<file path="config.mk">
export PLATFORM = sky130hd
export DESIGN_NAME = smf_lsu
export DESIGN_NICKNAME = d
export VERILOG_FILES = /design/src/rtl/smf_pkg.sv /design/src/rtl/smf_nc_merge.sv /design/src/rtl/smf_lsu.sv
export SDC_FILE = /design/constraint.sdc
export NUM_CORES = 2
export LEC_CHECK = 0
export BUFFER_PORTS_ARGS = -buffer_cell sky130_fd_sc_hd__buf_2
export CAP_MARGIN = 0
export CORE_AREA = 2 2 269 271
export DETAILED_ROUTE_END_ITERATION = 7
export DIE_AREA = 0 0 271 273
export HOLD_SLACK_MARGIN = 0.06
export MAX_ROUTING_LAYER = met4
export PLACE_DENSITY_LB_ADDON = 0.12
export SETUP_SLACK_MARGIN = 0.2
export SLEW_MARGIN = 0
export SYNTH_ARGS = -nofsm -noshare
export SYNTH_HDL_FRONTEND = slang
export SYNTH_SLANG_ARGS = --single-unit
</file>
<file path="constraint.sdc">
create_clock -name mclk_in -period 16.03 [get_ports mclk_in]
set_input_delay 1.603 -clock mclk_in [delete_from_list [all_inputs] [get_ports mclk_in]]
set_output_delay 1.603 -clock mclk_in [all_outputs]
set_load 0.01 [all_outputs]
</file>
<file path="src/rtl/smf_pkg.sv">
// Purpose: shared types and constants for the store merge and load forwarding logic
// Assumes: 40-bit physical addresses, 64-bit store data, one core clock
// Notes:   all widths fixed; no parameters are meant to be overridden
package smf_pkg;
	localparam int PA_W         = 40;
	localparam int VA_W         = 14;
	localparam int SQ_DEPTH     = 4;
	localparam int SQ_PTR_W     = 2;
	localparam int MB_BYTES     = 16;
	localparam int MB_OFF_W     = 4;
	localparam int DW_BYTES     = 8;
	localparam int DC_SIZE_KB   = 64;
	localparam int DC_WAYS      = 4;
	localparam int DC_LINE_B    = 32;
	localparam int DC_LINE_LSB  = 5;
	localparam int DC_ALIAS_BIT = 13;
	localparam int DC_IDX_W     = DC_ALIAS_BIT + 1 - DC_LINE_LSB;
	localparam int TAG_LSB      = 13;
	localparam int VA_OVL_MSB   = 12;
	localparam int DW_LSB       = 3;
	localparam logic [7:0] ASI_PHYS_L2      = 8'h14;
	localparam logic [7:0] ASI_INT_LO_A     = 8'h30;
	localparam logic [7:0] ASI_INT_HI_A     = 8'h6f;
	localparam logic [7:0] ASI_INT_LO_B     = 8'h72;
	localparam logic [7:0] ASI_INT_HI_B     = 8'h7f;
	localparam logic [15:0] MB_BE_NONE      = 16'h0000;
	localparam logic [7:0]  BE_BYTE         = 8'h01;
	localparam logic [7:0]  BE_HALF         = 8'h03;
	localparam logic [7:0]  BE_WORD         = 8'h0f;
	localparam logic [7:0]  BE_DWORD        = 8'hff;

	typedef enum logic [1:0] {SZ_BYTE = 2'h0, SZ_HALF = 2'h1, SZ_WORD = 2'h2, SZ_DWORD = 2'h3} smf_size_t;
	typedef enum logic [2:0] {
		ST_NORMAL = 3'h0, ST_FP_PARTIAL = 3'h1, ST_INT_DOUBLE = 3'h2, ST_ATOMIC = 3'h3, ST_SHORT_FP = 3'h4
	} smf_st_kind_t;
	typedef enum logic [2:0] {
		LD_NORMAL = 3'h0, LD_SIGNED = 3'h1, LD_ATOMIC = 3'h2, LD_INT_DOUBLE = 3'h3,
		LD_QUAD = 3'h4, LD_FSR = 3'h5, LD_BLOCK = 3'h6, LD_SHORT_FP = 3'h7
	} smf_ld_kind_t;
	typedef enum logic [3:0] {
		CLS_CACHE_VIRT = 4'h1, CLS_CACHE_NOVIRT = 4'h2, CLS_PCACHE = 4'h4, CLS_NONCACHE = 4'h8
	} smf_class_t;

	typedef struct packed {
		logic [PA_W-1:0] pa;
		logic [VA_W-1:0] va;
		smf_size_t       size;
		logic            little;
		smf_st_kind_t    kind;
		logic            physical_cacheable_bit;
		logic            side_effect;
		logic [63:0]     data;
	} smf_st_req_t;

	typedef struct packed {
		logic [PA_W-1:0]       pa;
		logic [VA_W-1:0]       va;
		smf_size_t             size;
		logic                  little;
		smf_ld_kind_t          kind;
		logic [7:0]            asi;
		logic                  physical_cacheable_bit;
		logic                  virtual_cacheable_bit;
		logic                  side_effect;
		logic                  tag_valid;
		logic [PA_W-1:TAG_LSB] tag;
		logic                  pcache_hit;
	} smf_ld_req_t;

	typedef struct packed {
		logic                     fwd;
		logic                     recirc;
		logic                     from_mem;
		logic                     dcache_bypass;
		logic                     dcache_hit;
		logic [DC_IDX_W-1:0]      dcache_index;
		smf_class_t               cls;
		logic [63:0]              data;
	} smf_ld_resp_t;

	typedef struct packed {
		logic [PA_W-1:MB_OFF_W]   addr;
		logic [MB_BYTES*8-1:0]    data;
		logic [MB_BYTES-1:0]      be;
	} smf_nc_wr_t;
endpackage : smf_pkg

</file>
<file path="src/rtl/smf_nc_merge.sv">
// Purpose: sixteen-byte non-cacheable store merge buffer
// Assumes: incoming stores are already placed on their byte lanes
// Notes:   a closed buffer holds off new stores until the target pulls it
`timescale 1ns/1ns
module smf_nc_merge import smf_pkg::*; (
	input  wire logic                   mclk_in,
	input  wire logic                   reset_in,
	input  wire logic                   st_valid_in,
	input  wire logic                   st_side_effect_in,
	input  wire logic                   close_in,
	input  wire logic [PA_W-1:MB_OFF_W] st_region_in,
	input  wire logic [MB_BYTES-1:0]    st_be_in,
	input  wire logic [MB_BYTES*8-1:0]  st_data_in,
	output logic                        st_ready_out,
	input  wire logic                   take_in,
	output logic                        wr_valid_out,
	output smf_nc_wr_t                  wr_out
);
	logic [MB_BYTES-1:0]   byte_valid;
	logic [PA_W-1:MB_OFF_W] region;
	logic [MB_BYTES*8-1:0] data;
	logic                  closed;

	wire buf_empty   = (byte_valid == MB_BE_NONE);
	wire same_region = (st_region_in == region);
	wire overwrite   = |(st_be_in & byte_valid);
	// merge only into an open region, never onto a written byte, never a side-effect store
	wire can_merge   = !closed && same_region && !overwrite && !st_side_effect_in;
	wire accept      = st_valid_in && !take_in && (buf_empty || can_merge);
	wire must_close  = close_in || (st_valid_in && !buf_empty && !can_merge);

	assign st_ready_out = !take_in && (buf_empty || can_merge);
	assign wr_valid_out = !buf_empty;
	assign wr_out       = '{addr: region, data: data, be: byte_valid};

	logic [MB_BYTES*8-1:0] next_data;
	genvar b;
	generate
		for (b = 0; b < MB_BYTES; b++) begin : g_lane
			assign next_data[b*8 +: 8] = st_be_in[b] ? st_data_in[b*8 +: 8] : data[b*8 +: 8];
		end
	endgenerate

	always_ff @(posedge mclk_in) begin
		if (reset_in || take_in) begin
			byte_valid <= MB_BE_NONE;
			closed     <= 1'b0;
		end else if (accept) begin
			byte_valid <= byte_valid | st_be_in;
			closed     <= st_side_effect_in || close_in;
		end else if (must_close) begin
			closed     <= 1'b1;
		end
	end

	always_ff @(posedge mclk_in) begin
		if (reset_in) begin
			region <= '0;
			data   <= '0;
		end else if (accept) begin
			region <= st_region_in;
			data   <= buf_empty ? st_data_in : next_data;
		end
	end
endmodule : smf_nc_merge

</file>
<file path="src/rtl/smf_lsu.sv">
// Purpose: store queue forwarding, load hazard recirculation, nc store merging, dcache decode
// Assumes: loads and stores naturally aligned; memory system retires the oldest queued store
// Notes:   load answers are registered one cycle after the request
// Operation
// - back-to-back non-cacheable non-side-effect stores merge into aligned 16-byte entries
// - cacheable stores never merge; nc stores merge only with nc stores
// - a side-effect store is never merged with any other store
// - sixteen byte valid flags; writing a valid byte ends the merge
// - merging continues until the buffer closes or the target device pulls it
// - a store outside the current 16-byte region ends the merge
// - a cacheable store, side-effect store or sync barrier ends the merge
// - forward only on same address, endianness, size, both eligible, cache hit
// - when forwarding fails the load takes data from the memory system
// - a load matching more than one queued store is recirculated
// - recirculate when VA 12:0 overlaps a store that cannot forward
// - recirculate a dcache miss whose VA 12:5 equals any queued store
// - side-effect load recirculates while side-effect stores are queued
// - dcache is 64 KB write-through, no write allocate, pseudo 4-way, 32-byte lines
// - bypass dcache when disabled, translation and virt cacheable clear, or page not virt cacheable
// - dcache indexed by virtual bits, hit by physical tag compare
// - decode the physical and virtual cacheable bits into four classes
// - with dcache enabled a non-virt-cacheable access may still hit old data
// - physical l2 address space indexes the dcache with physical bit 13
`timescale 1ns/1ns
module smf_lsu import smf_pkg::*; (
	input  wire logic         mclk_in,
	input  wire logic         reset_in,
	input  wire logic         dcache_enable_bit_in,
	input  wire logic         data_translation_enable_bit_in,
	input  wire logic         virtual_cacheable_bit_in,
	input  wire logic         st_valid_in,
	input  smf_st_req_t       st_in,
	output logic              st_ready_out,
	input  wire logic         sq_retire_in,
	output logic [SQ_PTR_W:0] sq_count_out,
	input  wire logic         membar_sync_in,
	input  wire logic         ld_valid_in,
	input  smf_ld_req_t       ld_in,
	output logic              ld_resp_valid_out,
	output smf_ld_resp_t      ld_resp_out,
	input  wire logic         nc_take_in,
	output logic              nc_wr_valid_out,
	output smf_nc_wr_t        nc_wr_out
);
	// geometry of the data cache this logic decodes for
	localparam int DC_SETS = DC_SIZE_KB * 1024 / (DC_WAYS * DC_LINE_B);

	smf_st_req_t               sq_entry [SQ_DEPTH];
	logic [SQ_DEPTH-1:0]       sq_valid;
	logic [SQ_PTR_W-1:0]       sq_head;
	logic [SQ_PTR_W-1:0]       sq_tail;
	logic [SQ_PTR_W:0]         sq_count;

	// store side classification
	wire st_nc          = !st_in.physical_cacheable_bit;
	wire st_fwd_ok_in   = (st_in.kind == ST_NORMAL) && !st_in.side_effect && !st_nc;
	wire st_to_merge    = st_nc;
	wire sq_full        = (sq_count == (SQ_PTR_W+1)'(SQ_DEPTH));
	wire mb_ready;
	wire st_go          = st_valid_in && st_ready_out;
	wire sq_pop         = sq_retire_in && sq_valid[sq_head];

	assign st_ready_out = !sq_full && (!st_to_merge || mb_ready);
	assign sq_count_out = sq_count;

	function automatic logic [7:0] size_mask(input smf_size_t sz);
		case (sz)
			SZ_BYTE:  size_mask = BE_BYTE;
			SZ_HALF:  size_mask = BE_HALF;
			SZ_WORD:  size_mask = BE_WORD;
			SZ_DWORD: size_mask = BE_DWORD;
			default:  size_mask = BE_DWORD;
		endcase
	endfunction : size_mask

	// place the right-justified store data onto its lanes in the 16-byte region
	wire [MB_OFF_W-1:0]   st_off    = st_in.pa[MB_OFF_W-1:0];
	wire [MB_BYTES-1:0]   st_be16   = MB_BYTES'({8'h00, size_mask(st_in.size)} << st_off);
	wire [MB_BYTES*8-1:0] st_data16 = (MB_BYTES*8)'({64'h0000_0000_0000_0000, st_in.data} << {st_off, 3'b000});

	// a cacheable store or a sync barrier closes the open merge
	wire mb_close = membar_sync_in || (st_valid_in && !st_nc);

	smf_nc_merge u_merge (
		.mclk_in           (mclk_in),
		.reset_in          (reset_in),
		.st_valid_in       (st_valid_in && st_to_merge && !sq_full),
		.st_side_effect_in (st_in.side_effect),
		.close_in          (mb_close),
		.st_region_in      (st_in.pa[PA_W-1:MB_OFF_W]),
		.st_be_in          (st_be16),
		.st_data_in        (st_data16),
		.st_ready_out      (mb_ready),
		.take_in           (nc_take_in),
		.wr_valid_out      (nc_wr_valid_out),
		.wr_out            (nc_wr_out)
	);

	// store queue fill and drain; forwarding eligibility is kept per entry
	logic [SQ_DEPTH-1:0] sq_fwd_ok;
	always_ff @(posedge mclk_in) begin
		if (reset_in) begin
			sq_head  <= '0;
			sq_tail  <= '0;
			sq_count <= '0;
		end else begin
			sq_head  <= sq_head + SQ_PTR_W'(sq_pop);
			sq_tail  <= sq_tail + SQ_PTR_W'(st_go);
			sq_count <= sq_count + (SQ_PTR_W+1)'(st_go) - (SQ_PTR_W+1)'(sq_pop);
		end
	end

	genvar e;
	generate
		for (e = 0; e < SQ_DEPTH; e++) begin : g_sq
			wire wr_here  = st_go && (sq_tail == SQ_PTR_W'(e));
			wire pop_here = sq_pop && (sq_head == SQ_PTR_W'(e));
			always_ff @(posedge mclk_in) begin
				if (reset_in) begin
					sq_valid[e]  <= 1'b0;
					sq_fwd_ok[e] <= 1'b0;
					sq_entry[e]  <= '0;
				end else if (wr_here) begin
					sq_valid[e]  <= 1'b1;
					sq_fwd_ok[e] <= st_fwd_ok_in;
					sq_entry[e]  <= st_in;
				end else if (pop_here) begin
					sq_valid[e]  <= 1'b0;
				end
			end
		end
	endgenerate

	// load side classification
	wire ld_internal = ((ld_in.asi >= ASI_INT_LO_A) && (ld_in.asi <= ASI_INT_HI_A))
	                 || ((ld_in.asi >= ASI_INT_LO_B) && (ld_in.asi <= ASI_INT_HI_B));
	wire ld_fwd_ok   = (ld_in.kind == LD_NORMAL) && !ld_internal;
	wire [7:0] ld_be = size_mask(ld_in.size) << ld_in.va[DW_LSB-1:0];

	// dcache lookup: virtual index, physical tag
	wire phys_l2     = (ld_in.asi == ASI_PHYS_L2);
	wire idx_bit13   = phys_l2 ? ld_in.pa[DC_ALIAS_BIT] : ld_in.va[DC_ALIAS_BIT];
	wire [DC_IDX_W-1:0] dc_index = {idx_bit13, ld_in.va[DC_ALIAS_BIT-1:DC_LINE_LSB]};
	// a hit is honoured on tag match alone while enabled, so stale lines can still answer
	wire dc_hit      = dcache_enable_bit_in && ld_in.tag_valid
	                 && (ld_in.tag == ld_in.pa[PA_W-1:TAG_LSB]);
	wire dc_bypass   = !dcache_enable_bit_in
	                 || (!data_translation_enable_bit_in && !virtual_cacheable_bit_in)
	                 || !ld_in.virtual_cacheable_bit;
	wire ld_cache_hit = dc_hit || ld_in.pcache_hit;

	smf_class_t ld_cls;
	always_comb begin
		case ({ld_in.physical_cacheable_bit, ld_in.virtual_cacheable_bit})
			2'b11:   ld_cls = CLS_CACHE_VIRT;
			2'b10:   ld_cls = CLS_CACHE_NOVIRT;
			2'b01:   ld_cls = CLS_PCACHE;
			default: ld_cls = CLS_NONCACHE;
		endcase
	end

	// per-entry comparisons against the incoming load
	logic [SQ_DEPTH-1:0] exact;
	logic [SQ_DEPTH-1:0] overlap;
	logic [SQ_DEPTH-1:0] line_eq;
	logic [SQ_DEPTH-1:0] se_q;
	generate
		for (e = 0; e < SQ_DEPTH; e++) begin : g_cmp
			wire [7:0] sbe = size_mask(sq_entry[e].size) << sq_entry[e].va[DW_LSB-1:0];
			assign exact[e]   = sq_valid[e] && (sq_entry[e].pa == ld_in.pa)
			                  && (sq_entry[e].little == ld_in.little)
			                  && (sq_entry[e].size == ld_in.size);
			assign overlap[e] = sq_valid[e]
			                  && (sq_entry[e].va[VA_OVL_MSB:DW_LSB] == ld_in.va[VA_OVL_MSB:DW_LSB])
			                  && |(sbe & ld_be);
			assign line_eq[e] = sq_valid[e]
			                  && (sq_entry[e].va[VA_OVL_MSB:DC_LINE_LSB] == ld_in.va[VA_OVL_MSB:DC_LINE_LSB]);
			assign se_q[e]    = sq_valid[e] && sq_entry[e].side_effect;
		end
	endgenerate

	wire [SQ_DEPTH-1:0] fwd_cand = exact & sq_fwd_ok & {SQ_DEPTH{ld_fwd_ok}};
	// overlapping stores that cannot give their data to this load
	wire [SQ_DEPTH-1:0] blocked  = overlap & ~fwd_cand;

	logic [SQ_PTR_W:0] n_cand;
	logic [63:0]       cand_data;
	always_comb begin
		n_cand    = '0;
		cand_data = '0;
		for (int i = 0; i < SQ_DEPTH; i++) begin
			n_cand = n_cand + (SQ_PTR_W+1)'(fwd_cand[i]);
			if (fwd_cand[i]) begin
				cand_data = sq_entry[i].data;
			end
		end
	end

	wire multi     = (n_cand > (SQ_PTR_W+1)'(1));
	wire recirc    = multi || (|blocked)
	               || (!dc_hit && (|line_eq))
	               || (ld_in.side_effect && (|se_q));
	wire fwd       = !recirc && (n_cand == (SQ_PTR_W+1)'(1)) && ld_cache_hit;
	wire from_mem  = !recirc && !fwd;

	smf_ld_resp_t next_resp;
	assign next_resp = '{
		fwd:           fwd,
		recirc:        recirc,
		from_mem:      from_mem,
		dcache_bypass: dc_bypass,
		dcache_hit:    dc_hit,
		dcache_index:  dc_index,
		cls:           ld_cls,
		data:          fwd ? cand_data : 64'h0000_0000_0000_0000
	};

	always_ff @(posedge mclk_in) begin
		if (reset_in) begin
			ld_resp_valid_out <= 1'b0;
			ld_resp_out       <= '{cls: CLS_NONCACHE, default: '0};
		end else begin
			ld_resp_valid_out <= ld_valid_in;
			if (ld_valid_in) begin
				ld_resp_out <= next_resp;
			end
		end
	end
endmodule : smf_lsu

</file>
# Yosys cells after proc, flatten, opt, wreduce, memory -nomap -nowiden

Memories as Yosys holds them, arrays and structs flattened.
Cells that the tools add are included.

Register bits after elaboration: 279
Bits in writable memories: 504
Input bits: 236
Output and inout bits: 268
Logic and storage cells: 334
Memories: 1

Add/subtract/negate cells: 7
$lt $le $gt $ge: 6
Equal/unequal tests: 52
Shift operators: 7
Mux-type cells: 60
Bitwise operators: 14
Reductions and logical operators: 148

Memory list:

| memory   | words | bits a word | rd ports | clocked after Yosys merged registers in | wr ports | RTL line      | text |
|---|---|---|---|---|---|---|---|
| sq_entry | 4     | 126         | 4        | 0                                       | 4        | smf_lsu.sv:48 | `smf_st_req_t sq_entry [SQ_DEPTH];` |

Operators by type and width:

| kind                 | count |
|---|---|
| $mux W126            | 4 |
| $mux W64             | 5 |
| $pmux W8 S4          | 6 |
| $eq A40 B40 Y1       | 4 |
| $mux W128            | 1 |
| $mux W8              | 16 |
| $shl A64 B7 Y128     | 1 |
| $logic_and A1 B1 Y1  | 63 |
| $reduce_bool A2 Y1   | 21 |
| $eq A10 B10 Y1       | 4 |
| $shl A8 B3 Y8        | 5 |
| $eq A2 B2 Y1 const B | 18 |
| $eq A36 B36 Y1       | 1 |
| $and A8 B8 Y8        | 4 |
| $eq A8 B8 Y1         | 4 |
| $reduce_and A2 Y1    | 16 |
| $reduce_or A8 Y1     | 4 |
| $eq A27 B27 Y1       | 1 |
| $mux W1              | 26 |
| $eq A2 B1 Y1 const B | 9 |
| $and A16 B16 Y16     | 1 |
| $le A8 B7 Y1 const B | 2 |
| $logic_not A1 Y1     | 16 |
| $logic_not A16 Y1    | 1 |
| other kinds (26)     | 61 |

# Longest topological paths before layout

Depth in word-level cells: 18
Gate-level depth with buffers: 20
Depth with buffers taken out: 15

# Cells and area by module

From an unflattened synthesis, not the netlist that was laid out.

Cell total of the unflattened synthesis: 3,813
Area total of the unflattened synthesis: 39,480.4 µm²

Modules (own cells, without submodules):

| module       | instances | cells an instance | area each (µm²) | sequential area each (µm²) |
|---|---|---|---|---|
| smf_lsu      | 1         | 2,931             | 30,681.9        | 16,495.8 |
| smf_nc_merge | 1         | 882               | 8,798.4         | 3,623.5 |

# Least setup slack after synthesis

OpenSTA, ideal clock, no wires.

Path kind: in2reg
Start point: input st_in[86] in the netlist's numbering
End point: memory sq_entry[3][0] in the netlist's numbering (enable)
Setup time: 0.781 ns
Arrival time: 12.336 ns
Required time: 15.249 ns
Slack: 2.913 ns
Cell stages on the path: 10
Path buffers: 3
Cell sequence: buf_6 > or2_1 > buf_6 > a22oi_2 > o22a_1 > nor2_1 > a211o_1 > o41a_4 > buf_6 > o31ai_1

RTL lines:

| what            | RTL line      | text |
|---|---|---|
| start, declared | smf_lsu.sv:32 | `input smf_st_req_t st_in,` |
| end, declared   | smf_lsu.sv:48 |  |

==> metrics <==
Initial Util 0.546; Min-Delay Path Class reg2reg; Synth area leader edfxtp_1; hold path endpoint ld_resp_out[2]$_SDFFE_PP0P_; CTS tree done; dpl cells 4858; Syn Nets 3913; Final Hold Fails 0; internal cell power 0.00363 W; Final #Nets 4237; Place WS 8.28 ns; worst reg-to-reg setup slack 10.49 ns; Synth Flop Type edfxtp_1; share of Yosys cell area claimed by the top area cell type 0.375; Die W 271 um; # setup viols final 0; Bufs on Longest Clock Path 3; Top Ports 504; sequential area share after synthesis 0.519; CTS buffer count 82; die area 0.0740 mm^2; Multi-input gate area 0.0168 mm^2; Final Non-Filler Cells 5025; sw power 0.00129 W; Post-synth EDFFs 484; crit share post-route 0.447; Num Clock Sinks 763; vias post-DR 29391; Worst-path clk slew 0.06 ns; status completed; routed len/inst 24.8 um; worst slew pin tran 1.35 ns; routed vias/inst 5.85; hpwl dp 82.2 mm; Storage cell area 0.0201 mm^2; crit path time final 7.16 ns; Final WS setup 8.87 ns; Core Util, Final 0.622; CP Class in2reg; hold path start ld_resp_out[2]$_SDFFE_PP0P_; worst reg2reg path endpoint ld_resp_out[79]$_SDFFE_PP0P_; Fmax 140 MHz; vias in the first global route 27667; setup_tns 0 ns; Core Box Area 0.0710 mm^2; pin count of the biggest net entering global routing 92; mapped cell area 0.0388 mm^2; crit path DAT 7.42 ns; GRT overflow 0; Simple-Gate Fraction of Synth Area 0.181; yosys warns 0; Seq cells post-synth 763; ANT nets after route 0; pwr dens 111 mW/mm^2; synth top area cells edfxtp_1 (37%), dfxtp_1 (14%), and2_1 (7.8%); post-synthesis mux area share 0.0847; CTS HTree Levels 3; fill count 5879; first-pass GRT wire length 181 mm; combinational power share 0.127; Die Y-Extent 273 um; root buffer cell clkbuf_16; routability cong. 0.928; post-synthesis adder-cell area fraction 0.00381; Synth Instances 3668; All-Layer GR Usage 0.339; Relative slew margins 0.0874; DR DRC count 0; RSZ-0062 raised after global routing false; Cell variety after synth 91; I/O Buffers 502; DR iter-0 viols 3708; most common cell in the netlist edfxtp_1; clk_lat worst skew 0.64 ns; Flop pwr share 0.470; CP endpoint kind register; Leak 17.9 nW; Hold Path Depth 2; Rows 98; Post-CTS Setup Repair Bufs 0; commonest cells in the netlist edfxtp_1 (484), and2_1 (483), nand2_1 (358); Critical Path Fanout Max 91; share of flip-flops with an asynchronous set or reset 0; Synth Area in XOR/XNOR 0.0601; Layout area overhead 13.8%; skew final 0.0279 ns; reg2reg start sq_entry[1][116]$_SDFFCE_PN0P_; CP startpoint kind primary input; Clock Power Share 0.403; first-pass detailed-route iteration total 6; maximum VDD drop 0.0842 mV; Synth Area in Compound Gates 0.101; CP required 16.29 ns; maxcap violations 0; share of layout cells above drive strength 1 0.188; Sw Ratio 0.262; post-synthesis area per instance 10.6 um^2; Routed WL 125 mm; initial antenna violation count 16; Slew Viols, Final 0; cts repair resizes 0; R2R cell count 14; # hold bufs at CTS 0; combinational family with the most area after synthesis simple AND/OR/NAND/NOR gates
==> cells in the final DEF, fill, tap and decap left out, types with 12 or more instances in the layout <==
| master | n |
|---|---|
| nand2_1 | 356 |
| clkbuf_1 | 18 |
| a21oi_1 | 74 |
| nor2_1 | 172 |
| o21a_1 | 12 |
| o22a_1 | 12 |
| a211oi_1 | 27 |
| nand3_1 | 26 |
| clkinv_2 | 16 |
| xnor2_1 | 145 |
| and2_1 | 483 |
| nand4_1 | 37 |
| mux2_2 | 49 |
| clkbuf_8 | 13 |
| nor2b_1 | 50 |
| xor2_1 | 121 |
| nor4_1 | 52 |
| dfxtp_1 | 279 |
| diode_2 | 13 |
| mux2i_1 | 271 |
| o22ai_1 | 24 |
| inv_1 | 99 |
| nor3_1 | 99 |
| nand2b_1 | 19 |
| clkbuf_16 | 86 |
| edfxtp_1 | 484 |
| buf_2 | 499 |
| o21ai_0 | 184 |
| buf_4 | 37 |
| a221o_1 | 65 |
| a22o_1 | 21 |
==> worst max-delay path, stage by stage <==
cell and delay [ns]:
buf_4 0.25, buf_4 0.85, nor2b_1 0.47, or2_1 0.41, a32oi_1 0.24, and4_1 0.23
o2111ai_2 0.24, o41a_4 0.72, nor2_2 0.39, a21o_4 0.31, buf_4 0.84, buf_4 0.71
==> metal layers <==
layer | global-route usage | wire, um | share of wire
met1 | 0.463 | 51700 | 0.42
met2 | 0.517 | 57500 | 0.46
met3 | 0.0555 | 11800 | 0.095
met5 | - | 0 | 0
met4 | 0.108 | 3600 | 0.029
==> power by group through the flow <==
stage                     Clock, W  Sequential (W)  Combinational, W
after global routing       0.00207         0.00232          0.000668
after CTS                  0.00199         0.00231          0.000618
final                      0.00198         0.00231          0.000623
after detailed placement         0         0.00235          0.000615
after global placement           0         0.00235          0.000609
after floorplan                  0         0.00235          0.000393
==> flip-flops by register name, summed over array words and instances, names as in the netlist <==
signal / count
u_merge.region: 36
u_merge.byte_valid: 16
sq_fwd_ok: 4
sq_tail: 2
sq_valid: 4
u_merge.data: 128
sq_count_out: 3
ld_resp_valid_out: 1
sq_entry: 484
sq_head: 2
u_merge.closed: 1
ld_resp_out: 82
==> stage by stage <==
step / total power [W] / hold WS [ns] / cell area (um^2)
floorplan: 0.00274 / 0.445 / 38800
global placement: 0.00295 / 0.428 / 41300
detailed placement: 0.00297 / 0.436 / 41300
CTS: 0.00492 / 0.444 / 44100
global route: 0.00506 / 0.466 / 44100
finish: 0.00492 / 0.439 / 44100
==> how the worst max path moves through the flow <==
stage	from	to	cells past startpoint
floorplan	st_in[86]	sq_entry[3][0]$_SDFFCE_PN0P_	10
global placement	st_in[86]	sq_entry[0][8]$_SDFFCE_PN0P_	12
detailed placement	st_in[86]	sq_entry[0][50]$_SDFFCE_PN0P_	12
CTS	st_in[86]	sq_entry[0][62]$_SDFFCE_PN0P_	12
global route	st_in[86]	sq_entry[0][15]$_SDFFCE_PN0P_	12
finish	st_in[86]	sq_entry[0][2]$_SDFFCE_PN0P_	12
==> area by class of cell <==
type / instances / area share
tap: 950 / 0.0269
sequential: 763 / 0.456
antenna: 13 / 0.000737
inverter: 103 / 0.00881
clock buffer: 117 / 0.0543
timing repair buffer: 536 / 0.0629
multi-input combinational: 2506 / 0.381
clock inverter: 37 / 0.00944
==> kinds of logic after synthesis <==
logic type,count (synthesis)
compound gates,560
xor+xnor,266
fa+ha+maj,11
buf+inv,399
flops,763
mux,321
simple gates,1348
No activity file was read; power rests on OpenSTA's default activity.
